**config.mk**
```make
export PLATFORM = sky130hd
export DESIGN_NAME = usp_uart
export DESIGN_NICKNAME = d
export VERILOG_FILES = /design/src/hdl/usp_pkg.sv /design/src/hdl/usp_uart.sv
export SDC_FILE = /design/constraint.sdc
export NUM_CORES = 1
export LEC_CHECK = 0
export ABC_AREA = 1
export BUFFER_PORTS_ARGS = -buffer_cell sky130_fd_sc_hd__buf_2
export CAP_MARGIN = 20
export CORE_MARGIN = 2
export CORE_UTILIZATION = 40
export DETAILED_ROUTE_END_ITERATION = 10
export PLACE_DENSITY_LB_ADDON = 0.15
export SYNTH_ARGS = -nofsm -noshare
export SYNTH_HDL_FRONTEND = slang
export SYNTH_SLANG_ARGS = --single-unit
```
**constraint.sdc**
```tcl
create_clock -name I_CLK -period 6.52 [get_ports I_CLK]
set_clock_uncertainty 0.2 [all_clocks]
set_input_delay 0.326 -clock I_CLK [delete_from_list [all_inputs] [get_ports I_CLK]]
set_output_delay 0.326 -clock I_CLK [all_outputs]
set_load 0.1 [all_outputs]
```
**src/hdl/usp_pkg.sv**
```systemverilog
// constants for the serial pin unit: register map, reset values, counts
// assumes a 32-bit apb bus and a single 25 MHz system clock
package usp_pkg;
  // ----------------------------------------
  // register byte offsets
  // ----------------------------------------
  localparam logic [7:0]  OFS_CTRL    = 8'h00;
  localparam logic [7:0]  OFS_DIV     = 8'h04;
  localparam logic [7:0]  OFS_STATUS  = 8'h08;
  localparam logic [7:0]  OFS_TXDATA  = 8'h0C;
  localparam logic [7:0]  OFS_RXDATA  = 8'h10;
  // ----------------------------------------
  // control field positions
  // ----------------------------------------
  localparam int          CTRL_TX_EN  = 0;
  localparam int          CTRL_RX_EN  = 1;
  localparam int          CTRL_LOOP   = 2;
  localparam int          CTRL_RTS_AUTO = 3;
  localparam int          CTRL_RTS_ON = 4;
  localparam int          CTRL_STOP   = 5;
  localparam int          CTRL_W      = 5;
  // ----------------------------------------
  // reset values and sizes
  // ----------------------------------------
  localparam logic [4:0]  CTRL_RST    = 5'h00;
  localparam logic [15:0] DIV_RST     = 16'h000D;
  localparam int          DATA_W      = 8;
  localparam int          QDEPTH      = 4;
  localparam logic [2:0]  QCNT_RST    = 3'h0;
  localparam logic [2:0]  RTS_LEVEL   = 3'h3;
  localparam logic [2:0]  BITS_LAST   = 3'h7;
  typedef enum logic [3:0] {
    TX_IDLE  = 4'b0001,
    TX_START = 4'b0010,
    TX_DATA  = 4'b0100,
    TX_STOP  = 4'b1000
  } usp_tx_e;
  typedef enum logic [3:0] {
    RX_IDLE  = 4'b0001,
    RX_START = 4'b0010,
    RX_DATA  = 4'b0100,
    RX_STOP  = 4'b1000
  } usp_rx_e;
endpackage

```
**src/hdl/usp_uart.sv**
```systemverilog
// serial pin unit: apb registers, transmitter, receiver, receive queue, handshake
// assumes pins arrive asynchronously and apb runs on I_CLK
//
// Design decisions made here: the register offsets and the APB slave port.
`timescale 1ns/1ps
module usp_uart
  import usp_pkg::*;
(
  input  wire logic        I_CLK,      // system clock
  input  wire logic        I_RSTN,     // async reset, low
  input  wire logic        I_CE,       // clock enable
  input  wire logic        PSEL,       // apb select
  input  wire logic        PENABLE,    // apb enable
  input  wire logic        PWRITE,     // apb direction
  input  wire logic [7:0]  PADDR,      // apb byte address
  input  wire logic [31:0] PWDATA,     // apb write data
  output logic      [31:0] PRDATA,     // apb read data
  output logic             PREADY,     // apb ready
  output logic             PSLVERR,    // apb error, unmapped
  input  wire logic        I_RXD,      // serial_rx_in pin
  input  wire logic        I_CTS_N,    // clear_to_send_in pin, low
  output logic             O_TXD,      // serial_tx_out pin
  output logic             O_RTS_N,    // request_to_send_out pin, low
  output logic             O_CLK_ON    // unit clock running
);
  // ----------------------------------------
  // pin synchronisers
  // ----------------------------------------
  logic rx_meta, rx_sync, rx_prev, cts_meta, cts_n_sync;
  always_ff @(posedge I_CLK or negedge I_RSTN) begin
    if (!I_RSTN) begin
      rx_meta    <= 1'b1;
      rx_sync    <= 1'b1;
      rx_prev    <= 1'b1;
      cts_meta   <= 1'b1;
      cts_n_sync <= 1'b1;
    end else if (I_CE) begin
      rx_meta    <= I_RXD;
      rx_sync    <= rx_meta;
      rx_prev    <= rx_sync;
      cts_meta   <= I_CTS_N;
      cts_n_sync <= cts_meta;
    end
  end
  // ----------------------------------------
  // registers and apb slave
  // ----------------------------------------
  logic [CTRL_W-1:0]  ctrl;
  logic [15:0]        div;
  logic               stopped;
  logic [DATA_W-1:0]  tx_hold;
  logic               hold_full;
  logic [DATA_W-1:0]  queue [QDEPTH];
  logic [1:0]         q_rd, q_wr;
  logic [2:0]         q_cnt;
  logic               q_push;
  logic [DATA_W-1:0]  rx_shift;
  logic               tx_take;
  logic               tx_busy;
  logic               rx_overrun;
  logic               access, wr_acc, rd_acc, hit;
  logic               run;
  logic               rx_line;

  assign access = PSEL && PENABLE && PREADY;
  assign wr_acc = access && PWRITE;
  assign rd_acc = access && !PWRITE;
  assign hit    = (PADDR == OFS_CTRL) || (PADDR == OFS_DIV) || (PADDR == OFS_STATUS) ||
                  (PADDR == OFS_TXDATA) || (PADDR == OFS_RXDATA);
  assign run    = I_CE && !stopped;
  // no wait state: ready in the first access cycle
  always_ff @(posedge I_CLK or negedge I_RSTN) begin
    if (!I_RSTN) begin
      PREADY  <= 1'b0;
      PSLVERR <= 1'b0;
      PRDATA  <= 32'h0000_0000;
    end else if (I_CE) begin
      PREADY  <= PSEL && !PENABLE;
      PSLVERR <= PSEL && !PENABLE && !hit;
      if (PSEL && !PENABLE && !PWRITE) begin
        unique case (PADDR)
          OFS_CTRL:   PRDATA <= {27'h0, ctrl};
          OFS_DIV:    PRDATA <= {16'h0, div};
          OFS_STATUS: PRDATA <= {24'h0, rx_overrun, stopped, q_cnt, tx_busy, hold_full,
                                 (q_cnt != QCNT_RST)};
          OFS_RXDATA: PRDATA <= {24'h0, queue[q_rd]};
          default:    PRDATA <= 32'h0000_0000;
        endcase
      end
    end
  end
  always_ff @(posedge I_CLK or negedge I_RSTN) begin
    if (!I_RSTN) begin
      ctrl <= CTRL_RST;
      div  <= DIV_RST;
    end else if (I_CE && wr_acc) begin
      if (PADDR == OFS_CTRL) ctrl <= PWDATA[CTRL_W-1:0];
      if (PADDR == OFS_DIV) div <= (PWDATA[15:0] == 16'h0000) ? 16'h0001 : PWDATA[15:0];
    end
  end
  // rx edge restarts the stopped clock
  always_ff @(posedge I_CLK or negedge I_RSTN) begin
    if (!I_RSTN) begin
      stopped <= 1'b0;
    end else if (I_CE) begin
      if (rx_sync != rx_prev) stopped <= 1'b0;
      else if (wr_acc && PADDR == OFS_CTRL && PWDATA[CTRL_STOP]) stopped <= 1'b1;
    end
  end
  // writes while the holding slot is full are dropped
  always_ff @(posedge I_CLK or negedge I_RSTN) begin
    if (!I_RSTN) begin
      tx_hold   <= 8'h00;
      hold_full <= 1'b0;
    end else if (I_CE) begin
      if (wr_acc && PADDR == OFS_TXDATA && !hold_full) begin
        tx_hold   <= PWDATA[DATA_W-1:0];
        hold_full <= 1'b1;
      end else if (tx_take && run) begin
        hold_full <= 1'b0;
      end
    end
  end
  // ----------------------------------------
  // receive queue
  // ----------------------------------------
  logic pop;
  assign pop = rd_acc && (PADDR == OFS_RXDATA) && (q_cnt != QCNT_RST);
  always_ff @(posedge I_CLK) begin
    if (I_CE && q_push && q_cnt != 3'(QDEPTH)) queue[q_wr] <= rx_shift;
  end
  always_ff @(posedge I_CLK or negedge I_RSTN) begin
    if (!I_RSTN) begin
      q_rd       <= 2'h0;
      q_wr       <= 2'h0;
      q_cnt      <= QCNT_RST;
      rx_overrun <= 1'b0;
    end else if (I_CE) begin
      if (pop) q_rd <= q_rd + 2'h1;
      // full queue: new character is lost and flagged
      if (q_push && q_cnt == 3'(QDEPTH)) rx_overrun <= 1'b1;
      else if (wr_acc && PADDR == OFS_STATUS && PWDATA[7]) rx_overrun <= 1'b0;
      if (q_push && q_cnt != 3'(QDEPTH)) begin
        q_wr <= q_wr + 2'h1;
        if (!pop) q_cnt <= q_cnt + 3'h1;
      end else if (pop) begin
        q_cnt <= q_cnt - 3'h1;
      end
    end
  end
  // ----------------------------------------
  // serial clock: toggles every div cycles
  // ----------------------------------------
  logic [15:0] baud_cnt;
  logic        sclk, sclk_fall;
  // compare with >=: a divisor shrunk below the count would else stall for 64k cycles
  assign sclk_fall = sclk && (baud_cnt >= div - 16'h0001);
  always_ff @(posedge I_CLK or negedge I_RSTN) begin
    if (!I_RSTN) begin
      baud_cnt <= 16'h0000;
      sclk     <= 1'b0;
    end else if (run) begin
      if (baud_cnt >= div - 16'h0001) begin
        baud_cnt <= 16'h0000;
        sclk     <= !sclk;
      end else begin
        baud_cnt <= baud_cnt + 16'h0001;
      end
    end
  end
  // ----------------------------------------
  // transmitter
  // ----------------------------------------
  usp_tx_e           tx_st;
  logic [DATA_W-1:0] tx_shift;
  logic [2:0]        tx_bit;
  logic              tx_line;
  assign tx_busy = (tx_st != TX_IDLE);
  assign tx_take = sclk_fall && (tx_st == TX_IDLE) && hold_full && ctrl[CTRL_TX_EN] &&
                   !cts_n_sync;
  always_ff @(posedge I_CLK or negedge I_RSTN) begin
    if (!I_RSTN) begin
      tx_st    <= TX_IDLE;
      tx_shift <= 8'h00;
      tx_bit   <= 3'h0;
      tx_line  <= 1'b1;
    end else if (run && sclk_fall) begin
      unique case (tx_st)
        TX_IDLE: begin
          tx_line <= 1'b1;
          if (tx_take) begin
            tx_shift <= tx_hold;
            tx_line  <= 1'b0;  // start bit low
            tx_st    <= TX_START;
          end
        end
        TX_START: begin
          tx_line  <= tx_shift[0];
          tx_shift <= tx_shift >> 1;
          tx_bit   <= 3'h0;
          tx_st    <= TX_DATA;
        end
        TX_DATA: begin
          if (tx_bit == BITS_LAST) begin
            tx_line <= 1'b1;  // stop bit high
            tx_st   <= TX_STOP;
          end else begin
            tx_line  <= tx_shift[0];
            tx_shift <= tx_shift >> 1;
            tx_bit   <= tx_bit + 3'h1;
          end
        end
        TX_STOP: begin
          tx_line <= 1'b1;
          tx_st   <= TX_IDLE;
        end
      endcase
    end
  end
  // pin held at mark when off or looped back
  always_ff @(posedge I_CLK or negedge I_RSTN) begin
    if (!I_RSTN) O_TXD <= 1'b1;
    else if (I_CE) O_TXD <= ctrl[CTRL_LOOP] || !ctrl[CTRL_TX_EN] || !tx_busy || tx_line;
  end
  // ----------------------------------------
  // receiver: samples mid-bit, bit time 2*div
  // ----------------------------------------
  usp_rx_e    rx_st;
  logic [16:0] rx_cnt;
  logic [2:0]  rx_bit;
  assign rx_line = ctrl[CTRL_LOOP] ? tx_line : rx_sync;
  always_ff @(posedge I_CLK or negedge I_RSTN) begin
    if (!I_RSTN) begin
      rx_st    <= RX_IDLE;
      rx_cnt   <= 17'h00000;
      rx_bit   <= 3'h0;
      rx_shift <= 8'h00;
      q_push   <= 1'b0;
    end else if (run) begin
      q_push <= 1'b0;
      rx_cnt <= rx_cnt + 17'h00001;
      unique case (rx_st)
        RX_IDLE: begin
          rx_cnt <= 17'h00001;
          // low level marks a start bit
          if (ctrl[CTRL_RX_EN] && !rx_line) rx_st <= RX_START;
        end
        RX_START: begin
          if (rx_cnt == {1'b0, div}) begin
            rx_cnt <= 17'h00001;
            rx_bit <= 3'h0;
            // glitch shorter than half a bit is ignored
            rx_st  <= rx_line ? RX_IDLE : RX_DATA;
          end
        end
        RX_DATA: begin
          if (rx_cnt == {div, 1'b0}) begin
            rx_cnt   <= 17'h00001;
            rx_shift <= {rx_line, rx_shift[DATA_W-1:1]};
            rx_bit   <= rx_bit + 3'h1;
            if (rx_bit == BITS_LAST) rx_st <= RX_STOP;
          end
        end
        RX_STOP: begin
          if (rx_cnt == {div, 1'b0}) begin
            // character kept only with a high stop bit
            q_push <= rx_line;
            rx_st  <= RX_IDLE;
          end
        end
      endcase
    end else if (I_CE) begin
      q_push <= 1'b0;
    end
  end
  // ----------------------------------------
  // handshake and clock status outputs
  // ----------------------------------------
  always_ff @(posedge I_CLK or negedge I_RSTN) begin
    if (!I_RSTN) begin
      O_RTS_N  <= 1'b1;
      O_CLK_ON <= 1'b1;
    end else if (I_CE) begin
      // auto mode negates at the queue level
      if (ctrl[CTRL_RTS_AUTO]) O_RTS_N <= (q_cnt >= RTS_LEVEL);
      else O_RTS_N <= !ctrl[CTRL_RTS_ON];
      O_CLK_ON <= !stopped;
    end
  end
endmodule

```
* Yosys cells after proc, flatten, opt, wreduce, memory -nomap -nowiden
Memories as Yosys holds them, arrays and structs flattened.
Cells that the tools add are included.
** Word-level totals
- Bits in writable memories :: 32
- Memories :: 1
- Latch bits :: 0
- Logic and storage cells :: 191
- Flip-flop bits (word level) :: 147
- Bits in read-only memories :: 0
- Output and inout bits :: 37
- Bits of input ports :: 48
** Memories
- queue :: depth 4, bits a word 8, rd ports 1, clocked after memory_dff 0, write ports 1, RTL line usp_uart.sv:53 : logic [DATA_W-1:0] queue [QDEPTH];
** Operators by class
- Shifts and indexed selects :: 0
- Div/mod/pow operators :: 0
- Bitwise operators :: 0
- Eq/ne operators :: 29
- Add/sub/neg operators :: 9
- Magnitude comparators :: 2
- Multipliers :: 0
- Multiplexer cells :: 44
- Reductions and logical operators :: 75
** Operator list (number)
- $pmux W16 S4 :: 1
- $pmux W17 S3 :: 1
- $mux W17 :: 2
- $mux W16 :: 2
- $pmux W4 S4 :: 2
- $logic_and A1 B1 Y1 :: 29
- $mux W4 :: 7
- $pmux W8 S3 :: 1
- $mux W3 :: 7
- $reduce_and A2 Y1 :: 10
- $ne A2 B2 Y1 const B :: 9
- $add A17 B1 Y17 const B :: 1
- $eq A17 B16 Y1 :: 1
- $eq A17 B17 Y1 :: 1
- $add A16 B1 Y16 const B :: 1
- $eq A8 B4 Y1 const B :: 2
- $ge A16 B16 Y1 :: 1
- $logic_not A16 Y1 :: 1
- $mux W1 :: 16
- $mux W8 :: 2
- $sub A16 B1 Y16 const B :: 1
- $reduce_bool A2 Y1 :: 7
- $pmux W3 S2 :: 2
- $reduce_and A3 Y1 :: 4
- 21 further kinds :: 48

* Logic depth before layout (Yosys ltp)
Gate-level depths: netlist of run 1.
- Word-level depth :: 10
- Gate-level depth with buffers :: 21
- Mapped depth without buffers :: 20

* Worst setup path after synthesis of run 1
No wires, ideal clock.
- Kind :: register -> register
- Start point :: register div[0]
- End point :: register tx_shift[1]
- Arrival :: 2.870 ns
- Stages on the path, launching flop included :: 21
- Library setup time :: 0.118 ns
- Path buffers :: 1
- Setup slack :: 3.332 ns
- Clock period less this slack :: 3.188 ns
- Data required time :: 6.202 ns
- Cell sequence :: dfstp_2 inv_1 ha_1 nand2_1 nor2_1 nand2_1 nor3_1 nand3_1 nor2_1 xor2_1 inv_1 ha_1 nand2_1 o21ai_0 a21oi_1 nand2_1 nand3_1 clkinv_1 buf_2 nand4_1 nand2_1
** On the way
- Cells in the longest elaborated chain, start to end :: 9
- Elaborated cells between the ends (all ways) :: 10
- Classes of those cells :: add/sub (1); order compare (1); eq/ne (1); reduce/logical (7)
** Ends and longest elaborated chain
- start, declared :: RTL line usp_uart.sv:49 : logic [15:0] div;
- start signal, assigned :: RTL line usp_uart.sv:98 : if (PADDR == OFS_DIV) div <= (PWDATA[15:0] == 16'h0000) ? 16'h0001 : PWDATA[15:0];
- $sub A16 B1 Y16 * :: RTL line usp_uart.sv:157 : assign sclk_fall = sclk && (baud_cnt >= div - 16'h0001);
- $ge A16 B16 Y1 * :: RTL line usp_uart.sv:157
- $logic_and A1 B1 Y1 * :: RTL line usp_uart.sv:157
- $logic_and A1 B1 Y1 (4 in a row) :: RTL line usp_uart.sv:179 : assign tx_take = sclk_fall && (tx_st == TX_IDLE) && hold_full && ctrl[CTRL_TX_EN] &&
- $ne A2 B2 Y1 (no source line)
- $reduce_and A4 Y1 (no source line) *
- end signal, assigned :: RTL line usp_uart.sv:192 : tx_shift <= tx_hold;
- end signal, assigned :: RTL line usp_uart.sv:199 : tx_shift <= tx_shift >> 1;
- end signal, assigned :: RTL line usp_uart.sv:209 : tx_shift <= tx_shift >> 1;
- end, declared :: RTL line usp_uart.sv:175 : logic [DATA_W-1:0] tx_shift;
Mark *: on every way between the ends. The rest lies on a longest branch, timed or not.
A chain may end at the register's enable or synchronous reset.

* Worst setup path after layout of run 1
- Start point :: register div[1]
- End point :: register tx_shift[7]
Same word-level chain as after synthesis.

==> flow_metrics.tcl, run 1 <==
set metrics [dict create \
    critPathKind "flip-flop to flip-flop" \
    dr_total_vias 7066 \
    syn_avg_cell_area_um2 8.20 \
    cts_root_buffer "clkbuf_16" \
    gp_congestion 0.848 \
    cts.sinks 163 \
    h-tree-depth 4 \
    synth_top_cell_by_area "dfrtp_1" \
    wirelength_um 21500 \
    combinationalPowerShare 0.186 \
    synth_edf_count 32 \
    cts-resized-gates 0 \
    synth.distinct_cells 47 \
    worstPathArrival_ns 4.37 \
    max_freq_mhz 238 \
    p_int_mw 1.86 \
    drv_slew 0 \
    ys_warn_count 0 \
    netlist_area_mm2 0.00889 \
    crit_required_ns 6.69 \
    peakVddDrop_uv 139 \
    rrSetupSlack_ns 2.32 \
    drt_iter0_drc 404 \
    cp_cell_sequence "inv_1 -> ha_1 -> nand2_1 -> nor2_1 -> nand2_1 -> nor3_1 -> nand3_1 -> nor2_1 -> xor2_1 -> inv_1 -> ha_1 -> nand2_1 -> o21ai_0 -> a21oi_1 -> nand2_1 -> nand3_1 -> clkinv_1 -> nand3_1 -> nand2_1 -> nand2_1" \
    cp_max_fo 17 \
    setup_violations 0 \
    core_area_mm2 0.0218 \
    outcome "finished, final reports clean" \
    layout_worst_path_cycle_share 0.644 \
    worst_pin_slew_ns 0.907 \
    yosysTopAreaCellShare 0.329 \
    io_pins 85 \
    dp_hpwl_um 15600 \
    drive_gt1_frac 0.123 \
    power_frac_clock 0.380 \
    crit_top_cell "nand2_1" \
    dr.pass1.iters 5 \
    ys_top_cells_by_area "dfrtp_1 (33%), nand2_1 (12%), edfxtp_1 (11%), inv_1 (5.5%), o21ai_0 (4.8%)" \
    min_period_ns 4.20 \
    grt_pass1_vias 6738 \
    port_buffers 52 \
    rsz0062_at_grt "no" \
    overflow 0 \
    finalPower_mw 2.74 \
    relSlewSlack 0.395 \
    synth-main-ff-cell "dfrtp_1" \
    synthToLayoutAreaGrowth_pct 13.4 \
    ant_nets 0 \
    grt.total_usage 0.193 \
    max_stage_delay_ns 0.43 \
    cts.reportedPaths.clkPinSlew_ns 0.07 \
    cp_slowest_cell "dfrtp_1" \
    worstSetupEndpointType "flip-flop" \
    cts_setup_buffers 0 \
    ys_seq_area_frac 0.479 \
    tns_ns 0 \
    power.leakage_nw 4.75 \
    max_cap_viol_count 0 \
    wire_per_inst_um 14.9 \
    via_per_inst 4.91 \
    antenna_found_initial 0 \
    route.detailed.drc 0 \
    seqPwrFrac 0.433 \
    powerDensity_mw_per_mm2 272 \
    synth_common_cells "nand2_1 (274), inv_1 (130), dfrtp_1 (117)" \
    clk_latency_ns 0.44 \
    diodes 0 \
    die_h_um 153 \
    fp.dieArea_mm2 0.0234 \
    fp-row-count 54 \
    synth_most_common_cell "nand2_1" \
    ys_seq_elements 163 \
    p_switching_mw 0.887 \
    hold_viol_final 0 \
    nNetsFinal 1222 \
    initial_core_util 0.408 \
    cts_hold_buffers 15 \
    cts_buffers 17 \
    netlist_instances 1084 \
    hold_class "primary input to flip-flop" \
    async_flop_share 0.804 \
    die_w_um 153 \
    grt_pass1_wl_um 35900 \
    sw_frac_of_total 0.323 \
    clock_path_buffers 2 \
    grt_max_degree 69 \
    cp-start-kind "flip-flop" \
    tritoncts "done" \
]
path summary, 6_finish.rpt:
kind | depth (start not counted) | endpoint | from
max | 20 | tx_shift[7] | div[1]
min | 3 | div[0] | PWDATA[0]
max reg2reg | 20 | tx_shift[7] | div[1]
min reg2reg | 2 | cts_meta | cts_meta
max in group asynchronous | 3 | baud_cnt[10] | I_RSTN
min in group asynchronous | 2 | PREADY | I_RSTN
metrics by stage:
stage	utilization	hold WS, ns	setup slack (ns)	instance area [um2]	std cells
floorplan	-	-0.170	3.33	8950	1099
global placement	0.427	0.176	2.37	9330	1392
detailed placement	0.427	0.171	2.35	9330	1392
global route	0.462	0.0358	1.80	10100	1439
finish	0.462	0.0213	2.32	10100	1439
CTS	0.462	0.0182	2.33	10100	1439
layout by cell type (no fill, tap or decap), drive strengths merged, types with 10 or more instances in the layout:
| cell type | instances |
|---|---|
| xnor2 | 14 |
| a21oi | 27 |
| clkbuf | 18 |
| dfstp | 14 |
| dfrtp | 117 |
| o22ai | 10 |
| nor2 | 121 |
| edfxtp | 32 |
| xor2 | 30 |
| ha | 27 |
| inv | 146 |
| dlygate4sd3 | 15 |
| buf | 53 |
| conb | 16 |
| nor3 | 21 |
| o21ai | 93 |
| nand2 | 281 |
| nand3 | 49 |
| nand4 | 33 |
layout make-up:
| type | count | area [um2] |
|---|---|---|
| fillers | 2178 | 11700 |
| flip-flops and latches | 163 | 4260 |
| multi-input cells | 753 | 3910 |
| inverters | 143 | 537 |
| clock buffers | 18 | 439 |
| repair buffers | 68 | 424 |
| well taps | 280 | 350 |
| clock inverters | 14 | 166 |
power groups by stage:
stage | sequential, mW | clock (mW) | combinational (mW)
global route | 1.20 | 1.12 | 0.579
detailed placement | 1.21 | 0 | 0.508
finish | 1.19 | 1.04 | 0.512
CTS | 1.19 | 1.06 | 0.516
global placement | 1.21 | 0 | 0.501
floorplan | 1.21 | 0 | 0.394
critical path: cells and delay by family, from the launching register on:
family / cells / cell delay (ns)
flip-flops: 1 / 0.43
AND/OR/NAND/NOR: 12 / 1.97
buffers and inverters: 3 / 0.61
AO/OA/AOI/OAI: 2 / 0.28
XOR/XNOR: 1 / 0.15
adder cells (fa/ha/maj): 2 / 0.49
layer usage:
| metal | global-route usage | up-vias | part of all wire |
|---|---|---|---|
| met1 | 0.282 | 3316 | 0.50 |
| met4 | 0.0432 | 0 | 0.011 |
| met5 | 0 | - | 0 |
| met3 | 0.0349 | 16 | 0.041 |
| li1 | - | 3596 | - |
| met2 | 0.299 | 138 | 0.44 |
flip-flops by register name, indices dropped and copies added, names as in the netlist, 5 cells and up:
register and flops:
PRDATA 16, tx_hold 8, rx_cnt 17, tx_shift 8
baud_cnt 16, rx_shift 8, ctrl 5, div 16
queue 32
cell families after synthesis:
kind of cell	Yosys count	share of synthesized area
muxes	7	0.00886
xor gates and xnor gates	44	0.0433
buffers and inverters	183	0.0882
other	1	0.000422
DFF	163	0.479
and+or+nand+nor	516	0.255
AOI/OAI and AO/OA	142	0.0855
adders and majority gates	28	0.0402
Power figures use the tool's default switching activity.
==> inputs of run 2 (changes only) <==
--- a/config.mk
+++ b/config.mk
@@ -5,7 +5,7 @@
 export SDC_FILE = /design/constraint.sdc
 export NUM_CORES = 1
 export LEC_CHECK = 0
-export ABC_AREA = 1
+export ABC_AREA = 0
 export BUFFER_PORTS_ARGS = -buffer_cell sky130_fd_sc_hd__buf_2
 export CAP_MARGIN = 20
 export CORE_MARGIN = 2
==> constraint.sdc (replaced) <==
create_clock -name I_CLK -period 3.96 [get_ports I_CLK]
set_clock_uncertainty 0.2 [all_clocks]
set_input_delay 0.198 -clock I_CLK [delete_from_list [all_inputs] [get_ports I_CLK]]
set_output_delay 0.198 -clock I_CLK [all_outputs]
set_load 0.1 [all_outputs]
==> run 2 against run 1 <==
Compared with the run above:
- maximum frequency is 12% higher
- largest power group unchanged
- worst hold slack gained 0.0034 ns
- largest cell class unchanged
- routed wire length down 5.4%
- critical endpoint is now tx_shift[6]
- register-to-register slack lost 2.1 ns
- combinational power up 53%
- via count shrank 14%
- non-clock buffer count is 40 higher
==> flow_metrics.tcl, run 2 <==
set metrics [dict create \
    fp-row-count 53 \
    gp_congestion 0.830 \
    layout_common_cells "dfrtp_1 (117), nand2_1 (87), nor2_1 (53)" \
    clock_path_buffers 2 \
    antenna_found_initial 0 \
    synth_top_cell_by_area "dfrtp_1" \
    min_period_ns 3.75 \
    setup_violations 0 \
    final_common_cell "dfrtp_1" \
    die_h_um 151 \
    overflow 0 \
    worst_slack_ns 0.207 \
    critPathKind "flip-flop to flip-flop" \
    grt_pass1_wl_um 33200 \
    wire_per_inst_um 17.6 \
    fillCellCount 1932 \
    relSlewSlack 0.341 \
    multiInputGateArea_mm2 0.00409 \
    hold_path_end "PREADY" \
    busiest_layer "met2" \
    route.detailed.drc 0 \
    ys_top_cells_by_area "dfrtp_1 (34%), edfxtp_1 (11%), xor2_1 (4.4%), dfstp_2 (4.3%), ha_1 (3.9%)" \
    max_cap_viol_count 0 \
    netlist_instances 791 \
    nNetsFinal 945 \
    crit_required_ns 4.09 \
    dp_hpwl_um 14600 \
    cts.sinks 163 \
    ant_nets 0 \
    port_buffers 52 \
    synth-main-ff-cell "dfrtp_1" \
    power.leakage_nw 4.50 \
    worst_pin_slew_ns 0.985 \
    ys_warn_count 0 \
    top_regs "queue: 32 flops, rx_cnt: 17 flops" \
    diodes 0 \
    worstSetupEndpointType "flip-flop" \
    grt_max_degree 75 \
    synth_most_common_cell "dfrtp_1" \
    cts.reportedPaths.clkPinSlew_ns 0.08 \
    cp_num_cells 18 \
    synthToLayoutAreaGrowth_pct 17.6 \
    hold_path_depth 4 \
    largest_reg_flops 32 \
    cp_num_buf_inv 4 \
    hold_viol_final 0 \
    use_met3 0.0283 \
    wirelength_um 20300 \
    grt.met2_usage 0.309 \
    post-route-util 0.481 \
    io_pins 85 \
    tritoncts "done" \
    layout_worst_path_cycle_share 0.948 \
    use_met1 0.256 \
    dr.pass1.iters 4 \
    synth.distinct_cells 75 \
    worstPathArrival_ns 3.88 \
    rr_endpoint "tx_shift[6]" \
    cp_cell_sequence "inv_1 -> ha_2 -> nand2_1 -> or2_2 -> nor4_2 -> buf_4 -> buf_4 -> nand2_1 -> xor2_1 -> ha_1 -> nand4_1 -> nor4_2 -> o31ai_1 -> o211ai_2 -> nand4_4 -> or3_4 -> buf_6 -> mux2_4" \
    synth_edf_count 32 \
    drv_slew 0 \
    cts_root_buffer "clkbuf_16" \
    synth_common_cells "dfrtp_1 (117), nand2_1 (87), nor2_1 (53)" \
    powerDensity_mw_per_mm2 441 \
    via_per_inst 5.28 \
    hold_class "primary input to flip-flop" \
    grt.total_usage 0.191 \
    netlist_area_mm2 0.00862 \
    cts_buffers 17 \
    crit_family "simple AND/OR/NAND/NOR gates" \
    dp.cells 1098 \
    drt_iter0_drc 288 \
    drive_gt1_frac 0.234 \
    yosysTopAreaCellShare 0.340 \
    final_cell_count_no_fill 1157 \
    ys_seq_elements 163 \
    peakVddDrop_uv 313 \
    h-tree-depth 4 \
    cp_slowest_cell "dfrtp_1" \
    max_stage_delay_ns 0.40 \
    clk_latency_ns 0.44 \
    grt_pass1_vias 6165 \
    ys_seq_area_frac 0.494 \
    core_area_mm2 0.0211 \
    rrSetupSlack_ns 0.21 \
    async_flop_share 0.804 \
    initial_core_util 0.409 \
    cp_max_fo 8 \
    cp-start-kind "flip-flop" \
    dr_total_vias 6105 \
    reg2regPathDepth 18 \
    rsz0062_at_grt "no" \
    die_w_um 151 \
    seq_area_mm2 0.00426 \
    max_freq_mhz 266 \
    fp.dieArea_mm2 0.0227 \
    max_flop_register "queue" \
    min_from "PSEL" \
    outcome "finished, final reports clean" \
    tns_ns 0 \
    syn_avg_cell_area_um2 10.9 \
    r2r_start "div[1]" \
    pre_cts_ws_ns -0.0226 \
]
run 2: cell count changes after synthesis, moves of 22 or more:
cell | before | now
clkbuf_1 | 11 | 35
inv_1 | 130 | 19
nand3_1 | 46 | 19
mux2_2 | 7 | 29
nor2_1 | 109 | 53
o21ai_0 | 85 | 38
nand2_1 | 274 | 87
run 2: final cells by class:
class,instances,area share
flip-flops and latches,163,0.420
clock buffers,17,0.0420
inverters,19,0.00703
multi-input cells,560,0.403
clock inverters,15,0.0205
repair buffers,108,0.0733
well taps,275,0.0339
run 2: metrics by stage:
step / hold WS [ns] / area (um2) / power (mW)
floorplan: -0.298 / 8680 / 2.56
global placement: 0.0955 / 9190 / 2.72
detailed placement: 0.0966 / 9190 / 2.75
CTS: 0.0239 / 10100 / 4.51
global route: 0.0827 / 10100 / 4.69
finish: 0.0246 / 10100 / 4.47
run 2: worst max path at each step:
| stage | slack, ns | to | from |
|---|---|---|---|
| floorplan | 0.05 | tx_shift[0] | div[2] |
| global placement | 0.06 | tx_shift[6] | div[0] |
| detailed placement | -0.02 | tx_shift[6] | div[2] |
| CTS | 0.008 | tx_shift[6] | div[2] |
| global route | 0.004 | tx_shift[0] | div[2] |
| finish | 0.21 | tx_shift[6] | div[1] |
run 2: per-layer routing:
metal	routed length [um]	up-vias
met5	0	-
met4	734	0
met3	621	46
met2	9780	134
met1	9190	2990
li1	-	2935
run 2: logic make-up after synthesis:
logic type / synth area share
other cells: 0.000435
flops: 0.494
fa+ha+maj: 0.0427
xor+xnor: 0.0762
compound gates: 0.0942
mux: 0.0908
buf+inv: 0.0460
simple gates: 0.156
run 2: worst min-delay path, delay by kind of cell:
| family | cells | cell delay, ns |
|---|---|---|
| AOI/OAI and AO/OA | 1 | 0.10 |
| buffers and inverters | 1 | 0.10 |
| and+or+nand+nor | 2 | 0.21 |
run 2: repair_timing:
item | CTS | global route
gates resized for setup | 4 | 9
hold buffers | 21 | 0
endpoints found under the setup margin | 7 | 14
pin swaps | 1 | 4
buffers inserted | 2 | 4
endpoints found under the hold margin | 101 | 0
run 2: report_power, final:
group	leakage [nW]	total, mW	internal, mW	switching, mW
sequential	2.00	1.95	1.82	0.135
clock	0.307	1.73	0.923	0.812
combinational	2.20	0.782	0.306	0.476
total	4.50	4.47	3.05	1.42
==> inputs of run 3 (changes only) <==
--- a/config.mk
+++ b/config.mk
@@ -5,10 +5,8 @@
 export SDC_FILE = /design/constraint.sdc
 export NUM_CORES = 1
 export LEC_CHECK = 0
-export ABC_AREA = 0
+export ABC_AREA = 1
 export BUFFER_PORTS_ARGS = -buffer_cell sky130_fd_sc_hd__buf_2
-export CAP_MARGIN = 20
-export CORE_MARGIN = 2
 export CORE_UTILIZATION = 40
 export DETAILED_ROUTE_END_ITERATION = 10
 export PLACE_DENSITY_LB_ADDON = 0.15
==> run 3 against run 2 <==
Compared with the run above:
- setup slack improved by 0.24 ns
- die area rose by 0.38%
- register-to-register slack improved by 0.24 ns
- sequential share of layout area fell by 0.41 points
- flip-flop and latch count did not move
- utilization fell by 1.2 points
- worst hold slack improved by 0.041 ns
- critical endpoint is now tx_st[0]
==> flow_metrics.tcl, run 3 (synthesis gave the netlist of run 1 again) <==
set metrics [dict create \
    worstPathArrival_ns 3.69 \
    max_freq_mhz 285 \
    setup_violations 0 \
    worstSetupEndpointType "flip-flop" \
    h-tree-depth 4 \
    gp_congestion 0.870 \
    cp_num_buf_inv 4 \
    grt_max_degree 113 \
    largest_reg_flops 32 \
    wirelength_um 21900 \
    cts.reportedPaths.clkPinSlew_ns 0.07 \
    layout_common_cells "nand2_1 (273), inv_1 (130), dfrtp_1 (117)" \
    stdcell_area_mm2 0.0102 \
    drive_gt1_frac 0.133 \
    multiInputGateArea_mm2 0.00392 \
    dr.pass1.iters 5 \
    crit_top_cell "nand2_1" \
    crit_family "simple AND/OR/NAND/NOR gates" \
    hold_viol_final 0 \
    drt_iter0_drc 471 \
    port_buffers 52 \
    cts.sinks 163 \
    cts_setup_buffers 0 \
    nNetsFinal 1241 \
    critPathKind "flip-flop to flip-flop" \
    die_w_um 151 \
    cp-start-kind "flip-flop" \
    drv_slew 0 \
    tritoncts "done" \
    final_common_cell "nand2_1" \
    relSlewSlack 0.304 \
    fp.dieArea_mm2 0.0228 \
    via_per_inst 4.93 \
    max_cap_viol_count 0 \
    placed_cell_area_mm2 0.00939 \
    power.leakage_nw 4.83 \
    dr_total_vias 7191 \
    powerDensity_mw_per_mm2 435 \
    grt_pass1_wl_um 35900 \
    grt.total_usage 0.205 \
    cp_slowest_cell "dfrtp_1" \
    diodes 0 \
    worst_slack_ns 0.446 \
    max_stage_delay_ns 0.38 \
    peakVddDrop_uv 253 \
    antenna_found_initial 0 \
    io_pins 85 \
    fillCellCount 2154 \
    synthToLayoutAreaGrowth_pct 15.1 \
    cp_cell_sequence "buf_4 -> nor2_1 -> nand2_1 -> nor2_1 -> nand2_1 -> inv_1 -> nand4_1 -> nor2_2 -> nand3_1 -> xor2_1 -> inv_1 -> ha_1 -> a21oi_1 -> o21ai_0 -> a21oi_1 -> nand2_2 -> nand2_1 -> nand2_1 -> buf_4 -> nand3_1 -> nand2_1 -> nand2_1" \
    min_period_ns 3.51 \
    seq_area_mm2 0.00426 \
    clock_path_buffers 2 \
    dp_hpwl_um 15900 \
    hold_class "primary input to flip-flop" \
    cp_max_fo 13 \
    overflow 0 \
    crit_required_ns 4.13 \
    grt_pass1_vias 7025 \
    route.detailed.drc 0 \
    die_h_um 151 \
    initial_core_util 0.408 \
    cts_buffers 17 \
    fp-row-count 54 \
    pre_cts_ws_ns 0.152 \
    max_flop_register "queue" \
    wire_per_inst_um 15.0 \
    outcome "finished, final reports clean" \
    top_regs "queue: 32 flops, rx_cnt: 17 flops" \
    layout_worst_path_cycle_share 0.887 \
    ant_nets 0 \
    cts_root_buffer "clkbuf_16" \
    core_area_mm2 0.0218 \
    worst_pin_slew_ns 1.04 \
    clk_latency_ns 0.43 \
]
[run 3: cell type report]
class                      count  share of cell area
clock inverter                15              0.0150
clock buffer                  17              0.0415
timing repair buffer          87              0.0578
sequential                   163               0.416
inverter                     143              0.0524
tap                          280              0.0342
multi-input combinational    753               0.383
[run 3: per-layer routing]
metal	track usage	routed length (um)	up-vias	share of wire
li1	-	-	3643	-
met1	0.287	10900	3408	0.50
met2	0.327	9960	116	0.45
met3	0.0340	704	24	0.032
met4	0.0570	329	0	0.015
met5	0	0	-	0
[run 3: final timing paths]
kind	from	end	slack [ns]	cells past startpoint
worst min register to register	O_CLK_ON	O_CLK_ON	0.27	2
max in group asynchronous	I_RSTN	PRDATA[15]	2.37	3
worst max register to register	div[1]	tx_st[0]	0.45	22
worst max-delay path	div[1]	tx_st[0]	0.45	22
min in group asynchronous	I_RSTN	PRDATA[7]	0.30	2
worst min-delay path	PADDR[4]	PSLVERR	0.07	3
[run 3: tightest hold or removal path: cells and delay by family]
kind / cells / cell delay [ns]
AND/OR/NAND/NOR: 1 / 0.09
buffers and inverters: 1 / 0.15
AO/OA/AOI/OAI: 1 / 0.21
[run 3: what timing repair did]
item / in CTS / in global routing
endpoints found under the hold margin: 140 / 0
gates resized for setup: 0 / 5
hold buffers: 25 / 0
setup endpoints to repair: 0 / 19
[run 3: through the flow]
step | util | setup TNS (ns) | instances | power (mW) | hold slack (ns)
after floorplan | - | 0 | 1099 | 2.63 | -0.298
after global placement | 0.430 | 0 | 1401 | 2.83 | 0.210
after detailed placement | 0.430 | 0 | 1401 | 2.83 | 0.212
after CTS | 0.468 | 0 | 1458 | 4.49 | 0.0569
after global routing | 0.469 | -0.0351 | 1458 | 4.68 | 0.0599
final | 0.469 | 0 | 1458 | 4.45 | 0.0656
[run 3: where the power goes]
group | leakage (nW) | internal [mW] | total (mW) | switching [mW]
logic | 2.53 | 0.260 | 0.863 | 0.603
registers | 2.01 | 1.84 | 1.96 | 0.117
clock network | 0.288 | 0.847 | 1.63 | 0.788
total | 4.83 | 2.95 | 4.45 | 1.51
